--- config.mk ---
export PLATFORM = sky130hd
export DESIGN_NAME = bcc_buck_regs
export DESIGN_NICKNAME = d
export VERILOG_FILES = /design/src/verilog/bcc_delay_timer.v /design/src/verilog/bcc_buck_regs.v
export VERILOG_INCLUDE_DIRS = /design/src /design/src/verilog
export SDC_FILE = /design/constraint.sdc
export NUM_CORES = 1
export LEC_CHECK = 0
export ABC_AREA = 1
export BUFFER_PORTS_ARGS = -buffer_cell sky130_fd_sc_hd__buf_2
export CELL_PAD_IN_SITES_DETAIL_PLACEMENT = 1
export CELL_PAD_IN_SITES_GLOBAL_PLACEMENT = 1
export CORE_MARGIN = 1
export CORE_UTILIZATION = 50
export CTS_BUF_LIST = sky130_fd_sc_hd__clkbuf_8
export DETAILED_ROUTE_END_ITERATION = 8
export GPL_TIMING_DRIVEN = 0
export PLACE_DENSITY = 0.85
export REMOVE_ABC_BUFFERS = 1
export SYNTH_ARGS = -nofsm -noshare
export SYNTH_HDL_FRONTEND = slang
export SYNTH_SLANG_ARGS = --single-unit
--- constraint.sdc ---
create_clock -name core_clk -period 9.04 [get_ports core_clk]
set_input_delay 0.452 -clock core_clk [delete_from_list [all_inputs] [get_ports core_clk]]
set_output_delay 0.452 -clock core_clk [all_outputs]
set_load 0.01 [all_outputs]
--- src/verilog/bcc_consts.vh ---
`ifndef BCC_CONSTS_VH
`define BCC_CONSTS_VH
// register offsets (8-bit address space)
`define BCC_OFS_CH3_ACT 8'h30
`define BCC_OFS_CH3_LPM 8'h31
`define BCC_OFS_CH3_HIB 8'h32
`define BCC_OFS_CH3_HPM 8'h33
`define BCC_OFS_CH3_SEQ 8'h34
`define BCC_OFS_CH3_CFG 8'h35
`define BCC_OFS_CH4_ACT 8'h40
`define BCC_OFS_CH4_LPM 8'h41
`define BCC_OFS_CH4_HIB 8'h42
`define BCC_OFS_CH4_HPM 8'h43
`define BCC_OFS_CH4_SEQ 8'h44
`define BCC_OFS_CH4_CFG 8'h45
// per-state register fields
`define BCC_EN_BIT 7
`define BCC_MODE_BIT 6
`define BCC_VOLTAGE_CODE_MSB 5
`define BCC_VOLTAGE_CODE_LSB 0
// sequencing register fields
`define BCC_SSR_MSB 7
`define BCC_SSR_LSB 6
`define BCC_STEP_MSB 5
`define BCC_STEP_LSB 4
`define BCC_SEQUENCE_ENABLE_BIT 3
`define BCC_DLY_MSB 2
`define BCC_DLY_LSB 0
// configuration register fields
`define BCC_FMASK_BIT 7
`define BCC_HICCUP_BIT 6
`define BCC_OUTPUT_DISCHARGE_BIT 5
`define BCC_PHASE_BIT 4
`define BCC_VOLTAGE_SCALING_RATE_MSB 3
`define BCC_VOLTAGE_SCALING_RATE_LSB 2
`define BCC_REN_BIT 1
`define BCC_OVR_BIT 0
// reset values
`define BCC_RST_CH3_ACT 8'hE7
`define BCC_RST_CH3_LPM 8'hA7
`define BCC_RST_CH3_HIB 8'h27
`define BCC_RST_CH3_HPM 8'hE7
`define BCC_RST_CH3_SEQ 8'h2C
`define BCC_RST_CH3_CFG 8'hB0
`define BCC_RST_CH4_ACT 8'hFD
`define BCC_RST_CH4_LPM 8'hBD
`define BCC_RST_CH4_HIB 8'hBD
`define BCC_RST_CH4_HPM 8'hFD
`define BCC_RST_CH4_SEQ 8'h1C
`define BCC_RST_CH4_CFG 8'hA0
// power states
`define BCC_PS_ACT 2'h0
`define BCC_PS_LPM 2'h1
`define BCC_PS_HIB 2'h2
`define BCC_PS_HPM 2'h3
// timing
`define BCC_CLK_MHZ 250
`define BCC_RESTART_MS 100
`define BCC_TICK_US 1
`endif

--- src/verilog/bcc_delay_timer.v ---
`timescale 1ns/1ps
// counts down a load value in units of the tick pulse; done pulses once at zero
module bcc_delay_timer #(
  parameter WIDTH = 17
) (
  // clock and reset
  input wire core_clk,
  input wire reset,
  // control
  input wire tick,
  input wire load,
  input wire [WIDTH-1:0] loadValue,
  input wire abort,
  // status
  output reg busy_reg,
  output reg done_reg
);
  reg [WIDTH-1:0] count_reg;

  always @(posedge core_clk or posedge reset) begin
    if (reset) begin
      count_reg <= {WIDTH{1'b0}};
      busy_reg <= 1'b0;
      done_reg <= 1'b0;
    end else begin
      done_reg <= 1'b0;
      if (abort) begin
        busy_reg <= 1'b0;
      end else if (load) begin
        count_reg <= loadValue;
        busy_reg <= 1'b1;
      end else if (busy_reg && tick) begin
        if (count_reg == {WIDTH{1'b0}}) begin
          busy_reg <= 1'b0;
          done_reg <= 1'b1;
        end else begin
          count_reg <= count_reg - {{(WIDTH-1){1'b0}}, 1'b1};
        end
      end
    end
  end
endmodule // bcc_delay_timer

--- src/verilog/bcc_buck_regs.v ---
`timescale 1ns/1ps
`include "bcc_consts.vh"

module bcc_buck_regs #(
  parameter DELAY_UNIT_US = 1000,
  parameter RESTART_MS = `BCC_RESTART_MS
) (
  // clock and reset
  input wire core_clk,
  input wire reset,
  // register port from the serial bus engine
  input wire [7:0] regAddr,
  input wire regWrite,
  input wire regRead,
  input wire [7:0] regWdata,
  output reg [7:0] regRdata_reg,
  output reg regHit_reg,
  // system state
  input wire [1:0] powerState,
  input wire startupEvent,
  // analog status pins, per channel (bit 0 third, bit 1 fourth)
  input wire [1:0] softStartDonePin,
  input wire [1:0] powerGoodPin,
  input wire [1:0] shortCircuitPin,
  input wire [1:0] channelFaultPin,
  // analog controls, per channel
  output reg [1:0] channelOn_reg,
  output reg [1:0] forcedFixedFreqMode_reg,
  output reg [11:0] voltageCode_reg,
  output reg [3:0] softStartRate_reg,
  output reg [3:0] voltageScalingRate_reg,
  output reg [1:0] outputDischarge_reg,
  output reg [1:0] phaseInvert_reg,
  output reg [1:0] softStartRestart_reg,
  // interrupt pin, active low
  output reg interruptOut_n_reg
);
  localparam [31:0] CYC_PER_US = `BCC_CLK_MHZ * `BCC_TICK_US;
  localparam [31:0] RESTART_US = RESTART_MS * 1000;
  localparam [31:0] DELAY_TICKS = DELAY_UNIT_US;
  localparam SEQ_IDLE = 2'h0;
  localparam SEQ_WAIT = 2'h1;
  localparam SEQ_STEP = 2'h2;
  localparam SEQ_RUN = 2'h3;

  reg [7:0] stateReg_reg [0:1][0:3];
  reg [7:0] seqReg_reg [0:1];
  reg [7:0] cfgReg_reg [0:1];

  // pin synchronisers
  reg [7:0] pinMeta_reg;
  reg [7:0] pinSync_reg;
  wire [1:0] ssDone = pinSync_reg[1:0];
  wire [1:0] pGood = pinSync_reg[3:2];
  wire [1:0] shorted = pinSync_reg[5:4];
  wire [1:0] faulted = pinSync_reg[7:6];

  always @(posedge core_clk or posedge reset) begin
    if (reset) begin
      pinMeta_reg <= 8'h00;
      pinSync_reg <= 8'h00;
    end else begin
      pinMeta_reg <= {channelFaultPin, shortCircuitPin, powerGoodPin, softStartDonePin};
      pinSync_reg <= pinMeta_reg;
    end
  end

  // start-up request comes from outside the clock domain too
  reg startMeta_reg;
  reg startSync_reg;
  always @(posedge core_clk or posedge reset) begin
    if (reset) begin
      startMeta_reg <= 1'b0;
      startSync_reg <= 1'b0;
    end else begin
      startMeta_reg <= startupEvent;
      startSync_reg <= startMeta_reg;
    end
  end

  // 1 us tick enable
  reg [7:0] usCnt_reg;
  reg usTick_reg;
  always @(posedge core_clk or posedge reset) begin
    if (reset) begin
      usCnt_reg <= 8'h00;
      usTick_reg <= 1'b0;
    end else begin
      usTick_reg <= (usCnt_reg == CYC_PER_US[7:0] - 8'h01);
      if (usCnt_reg == CYC_PER_US[7:0] - 8'h01) begin
        usCnt_reg <= 8'h00;
      end else begin
        usCnt_reg <= usCnt_reg + 8'h01;
      end
    end
  end

  // register map decode
  reg hit;
  reg [2:0] sel;
  reg chSel;
  always @* begin
    hit = 1'b1;
    // 0x3x is the third channel, 0x4x the fourth
    chSel = regAddr[6];
    sel = regAddr[2:0];
    if (regAddr[7:4] != 4'h3 && regAddr[7:4] != 4'h4) begin
      hit = 1'b0;
    end
    if (regAddr[3:0] > 4'h5) begin
      hit = 1'b0;
    end
  end

  always @(posedge core_clk or posedge reset) begin
    if (reset) begin
      stateReg_reg[0][0] <= `BCC_RST_CH3_ACT;
      stateReg_reg[0][1] <= `BCC_RST_CH3_LPM;
      stateReg_reg[0][2] <= `BCC_RST_CH3_HIB;
      stateReg_reg[0][3] <= `BCC_RST_CH3_HPM;
      stateReg_reg[1][0] <= `BCC_RST_CH4_ACT;
      stateReg_reg[1][1] <= `BCC_RST_CH4_LPM;
      stateReg_reg[1][2] <= `BCC_RST_CH4_HIB;
      stateReg_reg[1][3] <= `BCC_RST_CH4_HPM;
      seqReg_reg[0] <= `BCC_RST_CH3_SEQ;
      seqReg_reg[1] <= `BCC_RST_CH4_SEQ;
      cfgReg_reg[0] <= `BCC_RST_CH3_CFG;
      cfgReg_reg[1] <= `BCC_RST_CH4_CFG;
      regRdata_reg <= 8'h00;
      regHit_reg <= 1'b0;
    end else begin
      regHit_reg <= (regRead | regWrite) & hit;
      if (regWrite && hit) begin
        case (sel)
          3'h4: seqReg_reg[chSel] <= regWdata;
          3'h5: cfgReg_reg[chSel] <= regWdata;
          default: stateReg_reg[chSel][sel[1:0]] <= regWdata;
        endcase
      end
      if (regRead) begin
        if (!hit) begin
          regRdata_reg <= 8'h00;
        end else begin
          case (sel)
            3'h4: regRdata_reg <= seqReg_reg[chSel];
            3'h5: regRdata_reg <= cfgReg_reg[chSel];
            default: regRdata_reg <= stateReg_reg[chSel][sel[1:0]];
          endcase
        end
      end
    end
  end

  // power-up sequencer shared by both channels
  reg [1:0] seqState_reg;
  reg [1:0] stepNow_reg;
  reg [1:0] seqStarted_reg;
  reg restartPending_reg;
  reg autoKick_reg;
  reg tmrLoad;
  reg [16:0] tmrValue;
  wire tmrDone;
  reg [1:0] stepMatch;
  reg [1:0] stepReady;
  reg [1:0] delayStep;
  reg [1:0] delayMatch;
  reg [2:0] stepDelay;
  reg anyHardShort;
  integer c;

  always @* begin
    stepDelay = 3'h0;
    anyHardShort = 1'b0;
    // a delay loaded while in a step belongs to the step that follows
    delayStep = (seqState_reg == SEQ_STEP) ? stepNow_reg + 2'h1 : 2'h0;
    for (c = 0; c < 2; c = c + 1) begin
      stepMatch[c] = seqReg_reg[c][`BCC_SEQUENCE_ENABLE_BIT] &&
        (seqReg_reg[c][`BCC_STEP_MSB:`BCC_STEP_LSB] == stepNow_reg);
      delayMatch[c] = seqReg_reg[c][`BCC_SEQUENCE_ENABLE_BIT] &&
        (seqReg_reg[c][`BCC_STEP_MSB:`BCC_STEP_LSB] == delayStep);
      // flags of skipped channels do not hold the sequence back
      stepReady[c] = !stepMatch[c] || (ssDone[c] && pGood[c]);
      if (delayMatch[c] && seqReg_reg[c][`BCC_DLY_MSB:`BCC_DLY_LSB] > stepDelay) begin
        stepDelay = seqReg_reg[c][`BCC_DLY_MSB:`BCC_DLY_LSB];
      end
      if (shorted[c] && !cfgReg_reg[c][`BCC_HICCUP_BIT] && channelOn_reg[c]) begin
        anyHardShort = 1'b1;
      end
    end
  end

  always @* begin
    tmrLoad = 1'b0;
    tmrValue = 17'h0_0000;
    if (anyHardShort) begin
      tmrLoad = 1'b1;
      tmrValue = RESTART_US[16:0];
    end else if ((seqState_reg == SEQ_IDLE && (startSync_reg || autoKick_reg)) ||
        (seqState_reg == SEQ_STEP && stepReady == 2'b11 && stepNow_reg != 2'h3)) begin
      tmrLoad = 1'b1;
      tmrValue = DELAY_TICKS[16:0] * {14'h0000, stepDelay};
    end
  end

  // one timer serves both the step delays and the restart wait
  bcc_delay_timer #(
    .WIDTH(17)
  ) delayTimer (
    .core_clk(core_clk),
    .reset(reset),
    .tick(usTick_reg),
    .load(tmrLoad),
    .loadValue(tmrValue),
    .abort(1'b0),
    .busy_reg(),
    .done_reg(tmrDone)
  );

  always @(posedge core_clk or posedge reset) begin
    if (reset) begin
      seqState_reg <= SEQ_IDLE;
      stepNow_reg <= 2'h0;
      seqStarted_reg <= 2'b00;
      restartPending_reg <= 1'b0;
    end else begin
      case (seqState_reg)
        SEQ_IDLE: begin
          if (tmrLoad && !anyHardShort) begin
            stepNow_reg <= 2'h0;
            seqState_reg <= SEQ_WAIT;
          end
        end
        SEQ_WAIT: begin
          if (tmrDone) begin
            restartPending_reg <= 1'b0;
            if (restartPending_reg) begin
              stepNow_reg <= 2'h0;
              seqState_reg <= SEQ_IDLE;
            end else begin
              seqStarted_reg <= seqStarted_reg | stepMatch;
              seqState_reg <= SEQ_STEP;
            end
          end
        end
        SEQ_STEP: begin
          if (stepReady == 2'b11) begin
            if (stepNow_reg == 2'h3) begin
              seqState_reg <= SEQ_RUN;
            end else begin
              stepNow_reg <= stepNow_reg + 2'h1;
              seqState_reg <= SEQ_WAIT;
            end
          end
        end
        SEQ_RUN: begin
          seqState_reg <= SEQ_RUN;
        end
        default: seqState_reg <= SEQ_IDLE;
      endcase
      // hard short overrides everything, all channels off, restart later
      if (anyHardShort) begin
        seqStarted_reg <= 2'b00;
        restartPending_reg <= 1'b1;
        seqState_reg <= SEQ_WAIT;
      end
    end
  end

  // a restart after the wait re-enters idle; auto-kick the new sequence
  // so no fresh start-up request is needed after a hard short
  always @(posedge core_clk or posedge reset) begin
    if (reset) begin
      autoKick_reg <= 1'b0;
    end else begin
      autoKick_reg <= tmrDone && restartPending_reg;
    end
  end

  // per-channel outputs
  genvar g;
  generate
    for (g = 0; g < 2; g = g + 1) begin : chan
      wire [7:0] cur = stateReg_reg[g][powerState];
      wire [7:0] cfg = cfgReg_reg[g];
      wire wantOn = cfg[`BCC_OVR_BIT] ? cfg[`BCC_REN_BIT] : cur[`BCC_EN_BIT];
      wire seqOk = seqStarted_reg[g] || (seqState_reg == SEQ_RUN);
      always @(posedge core_clk or posedge reset) begin
        if (reset) begin
          channelOn_reg[g] <= 1'b0;
          forcedFixedFreqMode_reg[g] <= 1'b0;
          voltageCode_reg[g*6 +: 6] <= 6'h00;
          softStartRate_reg[g*2 +: 2] <= 2'h0;
          voltageScalingRate_reg[g*2 +: 2] <= 2'h0;
          outputDischarge_reg[g] <= 1'b0;
          phaseInvert_reg[g] <= 1'b0;
          softStartRestart_reg[g] <= 1'b0;
        end else begin
          // sequencer gates turn-on; override bypasses it, but a hard short or pending restart still forces off
          channelOn_reg[g] <= (cfg[`BCC_OVR_BIT] || seqOk) && wantOn && !anyHardShort &&
            !restartPending_reg;
          forcedFixedFreqMode_reg[g] <= cur[`BCC_MODE_BIT];
          voltageCode_reg[g*6 +: 6] <= cur[`BCC_VOLTAGE_CODE_MSB:`BCC_VOLTAGE_CODE_LSB];
          softStartRate_reg[g*2 +: 2] <= seqReg_reg[g][`BCC_SSR_MSB:`BCC_SSR_LSB];
          voltageScalingRate_reg[g*2 +: 2] <= cfg[`BCC_VOLTAGE_SCALING_RATE_MSB:`BCC_VOLTAGE_SCALING_RATE_LSB];
          outputDischarge_reg[g] <= cfg[`BCC_OUTPUT_DISCHARGE_BIT] && !channelOn_reg[g];
          phaseInvert_reg[g] <= cfg[`BCC_PHASE_BIT];
          // hiccup: hold retry on this channel only while its short stands, others keep running
          softStartRestart_reg[g] <= shorted[g] && cfg[`BCC_HICCUP_BIT] &&
            channelOn_reg[g];
        end
      end
    end
  endgenerate

  // interrupt: low while any unmasked channel fault stands
  always @(posedge core_clk or posedge reset) begin
    if (reset) begin
      interruptOut_n_reg <= 1'b1;
    end else begin
      interruptOut_n_reg <= !((faulted[0] && !cfgReg_reg[0][`BCC_FMASK_BIT]) ||
        (faulted[1] && !cfgReg_reg[1][`BCC_FMASK_BIT]));
    end
  end

endmodule // bcc_buck_regs

==> results of run 1 <==
cell families (layout without fill, tap and decap cells):
| kind of cell | Yosys count | count (layout) | share of synthesized area (%) |
|---|---|---|---|
| buffers and inverters | 123 | 181 | 5.27 |
| multiplexers | 3 | 3 | 0.326 |
| AO/OA/AOI/OAI | 207 | 207 | 11.9 |
| adder cells (fa/ha/maj) | 19 | 19 | 2.91 |
| flip-flops | 190 | 190 | 52.4 |
| AND/OR/NAND/NOR | 542 | 542 | 25.3 |
| XOR/XNOR | 20 | 20 | 1.90 |
report_power, final:
part	switching (mW)	total (mW)	internal (mW)
clock network	0.341	0.624	0.283
registers	0.0672	0.998	0.931
logic	0.293	0.433	0.140
total	0.701	2.06	1.35
final cells by class:
class                      instances  area, um^2  area share (%)
sequential                       190        4830            47.7
multi-input combinational        791        3890            38.5
timing repair buffer              72         385            3.81
inverter                          77         297            2.93
tap                              229         287            2.83
clock buffer                      17         234            2.31
clock inverter                    15         198            1.95
layout by cell type (no fill, tap or decap), types with 2 or more instances in the layout:
cell        count
o22ai_1        18
clkbuf_8       17
xnor2_1         8
a211oi_1        2
ha_1           15
clkinvlp_4      2
mux2i_1         3
nor2_1         94
nand3_4         8
dfstp_2        59
nand3_1        66
inv_1          71
xor2_1         12
a22oi_1         2
fa_1            4
a21oi_1        25
dfrtp_1       131
bufinv_16       3
o211ai_1        3
o21ai_0        90
clkinv_4        2
nand2_2         3
buf_2          70
nand4_1        14
inv_6           3
inv_8           5
clkinv_1        3
nand2_1       339
inv_2           3
o21ai_1        64
or2_2           2
nor3_1         10
worst paths after layout:
| check | endpoint | slack (ns) | cells past startpoint |
|---|---|---|---|
| setup / recovery | delayTimer.count_reg[11] | 4.21 | 23 |
| hold / removal | voltageCode_reg[3] | 0.06 | 2 |
| setup reg to reg | delayTimer.count_reg[11] | 4.21 | 23 |
| hold reg to reg | pinSync_reg[3] | 0.36 | 0 |
| max in group asynchronous | interruptOut_n_reg | 8.04 | 3 |
| min in group core_clk | pinMeta_reg[4] | 0.07 | 1 |
metal layers:
layer / vias up / global-route usage, % / share of wire [%]
li1: 3696 / - / -
met4: 0 / 8.09 / 1.4
met1: 3835 / 39.4 / 48
met5: - / 0 / 0
met3: 26 / 4.42 / 3.8
met2: 177 / 44.4 / 47
==> run_results.csv, run 1 <==
group,metric,value,unit
place,dp_slack,4.32,ns
final_layout,fin_area,10100,um^2
synthesis,postSynthAreaPerCell,8.34,um^2
sta,setup_ws,4.21,ns
sta,skew,0.0130,ns
clock_tree,ctsRootBufferMaster,"clkbuf_8",
final_layout,instances_no_fill,1391,
sta,slew_headroom,13.9,%
sta,whs,0.0609,ns
setup_path,crit_chain,"ha_1 > nand3_1 > xor2_1 > nor2_1 > nand2_1 > ha_1 > nand2_1 > nor2_1 > nor2_1 > nor2_1 > nand3_1 > a21oi_1 > fa_1 > inv_1 > ha_1 > a21oi_1 > nand2_1 > a21oi_1 > xnor2_1 > nand2_1 > nand2_1 > nand2_1 > nand2_1",
synthesis,synthDistinctLibCells,38,
final_layout,largest_reg_flops,64,
clock_tree,clk_pin_slew,0.11,ns
clock_tree,cts_buffers,17,
clock_tree,cts_setup_buffers,0,
grt,track_usage,27.9,%
sta,final.setup.tns,0,ns
synthesis,synth_edf_count,0,
clock_tree,cts_hold_buffers,0,
final_layout,antennaDiodeCount,0,
die,io_pins,71,
sta,fmax,207,MHz
detailed_routing,drc,0,
grt,grt_max_degree,99,
die,die_area,19000,um^2
final_layout,area_growth,9.94,%
final_layout,fillers,2240,
sta,hold_viol_final,0,
grt,grt_pass1_wl,40200,um
die,start_util,51.1,%
clock_tree,cts_resized,0,
setup_path,critical-path-top-delay-family,"adder cells",
final_layout,drive_above_1_share,15.7,%
synthesis,synthTopCellsByArea,"dfrtp_1, dfstp_2, nand2_1, o21ai_0, nor2_1",
sta,finalMaxSlewViolations,0,
power_and_ir_drop,leakage,4.63,nW
clock_tree,clock_sinks,190,
place,placed_area,9680,um^2
place,detailed_place_hpwl,16400,um
detailed_routing,drt_first_pass_iters,5,
grt,grt.overflow.total,0,
place,port_buffers,70,
synthesis,ys_warn_count,0,
synthesis,synth_most_common_cell,"nand2_1",
detailed_routing,wl_per_cell,17.8,um
power_and_ir_drop,power,2.06,mW
synthesis,async_reset_ff_share,100,%
setup_path,critPathArrivalTime,5.26,ns
synthesis,netlist.area_leader.share,35.6,%
grt,antenna_found_initial,0,
setup_path,r2r-start,"stepNow_reg[1]",
setup_path,cp-end-kind,"register",
setup_path,critical_path.startpoint,"stepNow_reg[1]",
clock_tree,clk_latency,0.48,ns
clock_tree,cts_tree,"yes",
synthesis,yosys.area.top_type,"dfrtp_1",
setup_path,cpPeakStageDelay,0.59,ns
setup_path,cp_max_fo,5,
run_status,status,"finished, final reports clean",
place,dp_cells,1358,
sta,post-route-period-util,53.4,%
clock_tree,clock_path_buffers,2,
setup_path,cp-start-kind,"register",
detailed_routing,ant_nets,0,
power_and_ir_drop,vdd_drop_max,140,uV
setup_path,critPathBufInv,1,
die,core,18000,um^2
place,gp_congestion,0.837,
detailed_routing,drt_iter0_drc,472,
setup_path,cp_slowest_cell,"a21oi_1",
sta,worst_pin_slew,1.29,ns
sta,fin_crit,4.83,ns
sta,setup_viol,0,
power_and_ir_drop,powerDensity,203,nW/um^2
synthesis,synth_area,9210,um^2
hold_path,min_path_type,"input port to async pin",
die,std_cell_rows,49,
die,fp.dieW,138,um
synthesis,ys_top_cells_by_count,"nand2_1, dfrtp_1, nor2_1",
final_layout,nets,1199,
final_layout,post-route-util,56.2,%
setup_path,path_class,"register to register",
detailed_routing,via_count,7734,
setup_path,cp.required,9.47,ns
detailed_routing,wl,24700,um
synthesis,syn_inst,1104,
clock_tree,cts-htree-levels,4,
detailed_routing,via_per_inst,5.56,
synthesis,synth_ff_type,"dfrtp_1",
synthesis,ys_seq_area_share,52.4,%
setup_path,crit_top_cell,"nand2_1",
sta,rsz0062_at_grt,"no",
die,fp.dieH,138,um
synthesis,ys_seq_elements,190,
grt,first_global_vias,7716,
run,cap_viol_max_count,0,
Note: power is estimated with default switching activity, not from simulation.
==> run 2, diff against run 1 <==
CORE_UTILIZATION = 47   (was 50)
PLACE_DENSITY = 0.81   (was 0.85)
clock period = 4.97 ns   (was 9.04 ns; I/O delays follow)
==> run 2 against run 1 <==
Effect of this change:
- clock power rose by 67%
- sequential power is 81% higher
- core utilization decreased by 2.2 points
- register-to-register slack worse by 3.9 ns
- sequential share of layout area down 0.52 points
- critical path type unchanged
==> run_results.csv, run 2 (synthesis gave the netlist of run 1 again) <==
group,metric,value,unit
run_status,status,"finished, final reports clean",
sta,hold_viol_final,0,
setup_path,crit_chain,"ha_1 > nand3_1 > xor2_1 > nor2_2 > nand2_1 > ha_1 > nand2_1 > nand2_1 > nor2_1 > nor2_1 > nand3_1 > nand3_1 > nand2_2 > inv_1 > fa_1 > inv_1 > fa_1 > inv_1 > fa_1 > inv_1 > nand2_1 > nand2_1 > nand2_1 > nand2_1",
setup_path,critPathBufInv,4,
grt,grt.overflow.total,0,
power_and_ir_drop,power_frac_seq,49.7,%
power_and_ir_drop,leakage,4.67,nW
die,die_area,20200,um^2
setup_path,worstSetupPathDepth,24,
grt,grt_pass1_wl,41300,um
detailed_routing,drc,0,
place,port_buffers,70,
hold_path,min_path_type,"input port to register",
setup_path,critical-path-top-delay-family,"adder cells",
final_layout,mostFrequentLayoutCells,"nand2_1, dfrtp_1, nor2_1",
setup_path,r2r_end,"delayTimer.count_reg[8]",
sta,fmax,217,MHz
detailed_routing,via_count,7792,
setup_path,crit_top_cell,"nand2_1",
final_layout,drive_above_1_share,15.8,%
place,dp_cells,1389,
sta,worst_pin_slew,1.39,ns
detailed_routing,m1WireLength,12100,um
final_layout,multi_input_area,3900,um^2
clock_tree,cts_setup_buffers,0,
run,cap_viol_max_count,0,
final_layout,largest_reg_flops,64,
place,gp_congestion,0.798,
die,fp.dieH,142,um
setup_path,rrSetupSlack,0.36,ns
sta,final.setup.tns,0,ns
grt,track_usage,26.5,%
detailed_routing,wl,25100,um
setup_path,critical_path.startpoint,"stepNow_reg[1]",
sta,rsz0062_at_grt,"no",
power_and_ir_drop,power.internal,2.42,mW
power_and_ir_drop,clkPwrFrac,28.5,%
power_and_ir_drop,combPwrFrac,21.7,%
power_and_ir_drop,p_sw_share,33.7,%
detailed_routing,drt_iter0_drc,398,
final_layout,instances_no_fill,1432,
setup_path,cp.required,5.38,ns
setup_path,crit_path_end,"delayTimer.count_reg[8]",
setup_path,ff2ff_path_depth,24,
setup_path,path_class,"register to register",
setup_path,cp-end-kind,"register",
final_layout,ff_latch_area,4830,um^2
die,core,19000,um^2
final_layout,post-route-util,54.0,%
sta,slew_headroom,7.06,%
setup_path,cp_slowest_cell,"fa_1",
final_layout,antennaDiodeCount,0,
detailed_routing,drt_first_pass_iters,5,
detailed_routing,highest_layer,"met4",
power_and_ir_drop,p_sw,1.23,mW
die,io_pins,71,
place,detailed_place_hpwl,16700,um
setup_path,r2r-start,"stepNow_reg[1]",
final_layout,final_common_cell,"nand2_1",
clock_tree,cts_buffers,17,
grt,first_global_vias,7989,
clock_tree,clk_pin_slew,0.10,ns
final_layout,nets,1209,
die,fp.dieW,142,um
detailed_routing,routed-wl-met2,11800,um
setup_path,cp-start-kind,"register",
detailed_routing,via_per_inst,5.44,
die,start_util,48.6,%
clock_tree,clock_sinks,190,
grt,grt_max_degree,108,
sta,finalMaxSlewViolations,0,
sta,setup_viol,0,
setup_path,cp_max_fo,5,
sta,fin_crit,4.61,ns
detailed_routing,ant_nets,0,
final_layout,area_growth,11.1,%
die,std_cell_rows,50,
final_layout,fillers,2326,
clock_tree,clock_path_buffers,2,
clock_tree,cts_tree,"yes",
detailed_routing,wl_met3,880,um
clock_tree,cts-htree-levels,4,
setup_path,cpPeakStageDelay,0.53,ns
power_and_ir_drop,vdd_drop_max,180,uV
clock_tree,clk_latency,0.47,ns
setup_path,critPathArrivalTime,5.02,ns
sta,skew,0.0180,ns
detailed_routing,wl_per_cell,17.5,um
sta,whs,0.164,ns
power_and_ir_drop,powerDensity,356,nW/um^2
grt,antenna_found_initial,0,
sta,post-route-period-util,92.8,%
clock_tree,ctsRootBufferMaster,"clkbuf_8",
[run 2: cell count changes in the layout (fill, tap and decap cells not counted), sizes merged]
cell / before / now
dlygate4sd3: 0 / 10
clkinv: 5 / 7
clkinvlp: 2 / 0
bufinv: 3 / 2
clkbuf: 17 / 18
[run 2: power by group through the flow]
stage	combinational (mW)	sequential, mW	clock, mW
4_1_cts	0.801	1.81	1.06
3_5_place_dp	0.790	1.84	0
6_report	0.793	1.81	1.04
5_1_grt	0.916	1.83	1.12
3_3_place_gp	0.755	1.83	0
2_1_floorplan	0.563	1.81	0
[run 2: routing by layer]
layer	GRT usage [%]	vias up
met4	6.40	0
met3	4.34	25
met1	37.5	3912
met5	0	-
li1	-	3704
met2	42.7	151
[run 2: worst min-delay path: stages]
cell     delay (ns)
buf_2          0.09
nand2_2        0.13
nand2_1        0.12
[run 2: repair_timing]
item                                   in CTS  in global routing
endpoints found under the hold margin      77                  0
hold buffers                               10                  0
resized for setup                           0                  4
setup endpoints to repair                   0                  4
[run 2: through the flow]
step,setup WS (ns),area (um^2),power [mW]
after floorplan,-0.351,9010,2.37
after global placement,-2.53,9690,2.59
after detailed placement,0.242,9720,2.63
after global routing,0.0272,10200,3.87
after CTS,0.173,10200,3.67
final,0.356,10200,3.65
[run 2: how the worst min path moves through the flow]
stage                                   start              to  depth (start not counted)
after floorplan           softStartDonePin[0]  pinMeta_reg[0]                          0
after CTS                            regWrite      regHit_reg                          3
after detailed placement       pinMeta_reg[0]  pinSync_reg[0]                          0
after global routing                 regWrite      regHit_reg                          3
final                                regWrite      regHit_reg                          3
after global placement         pinMeta_reg[6]  pinSync_reg[6]                          0
[run 2: layout make-up]
cell class	count	share of cell area, %
Tap cell	260	3.18
Sequential cell	190	47.2
Clock buffer	18	2.42
Multi-Input combinational cell	791	38.2
Inverter	77	2.90
Clock inverter	14	1.42
Timing Repair Buffer	82	4.74
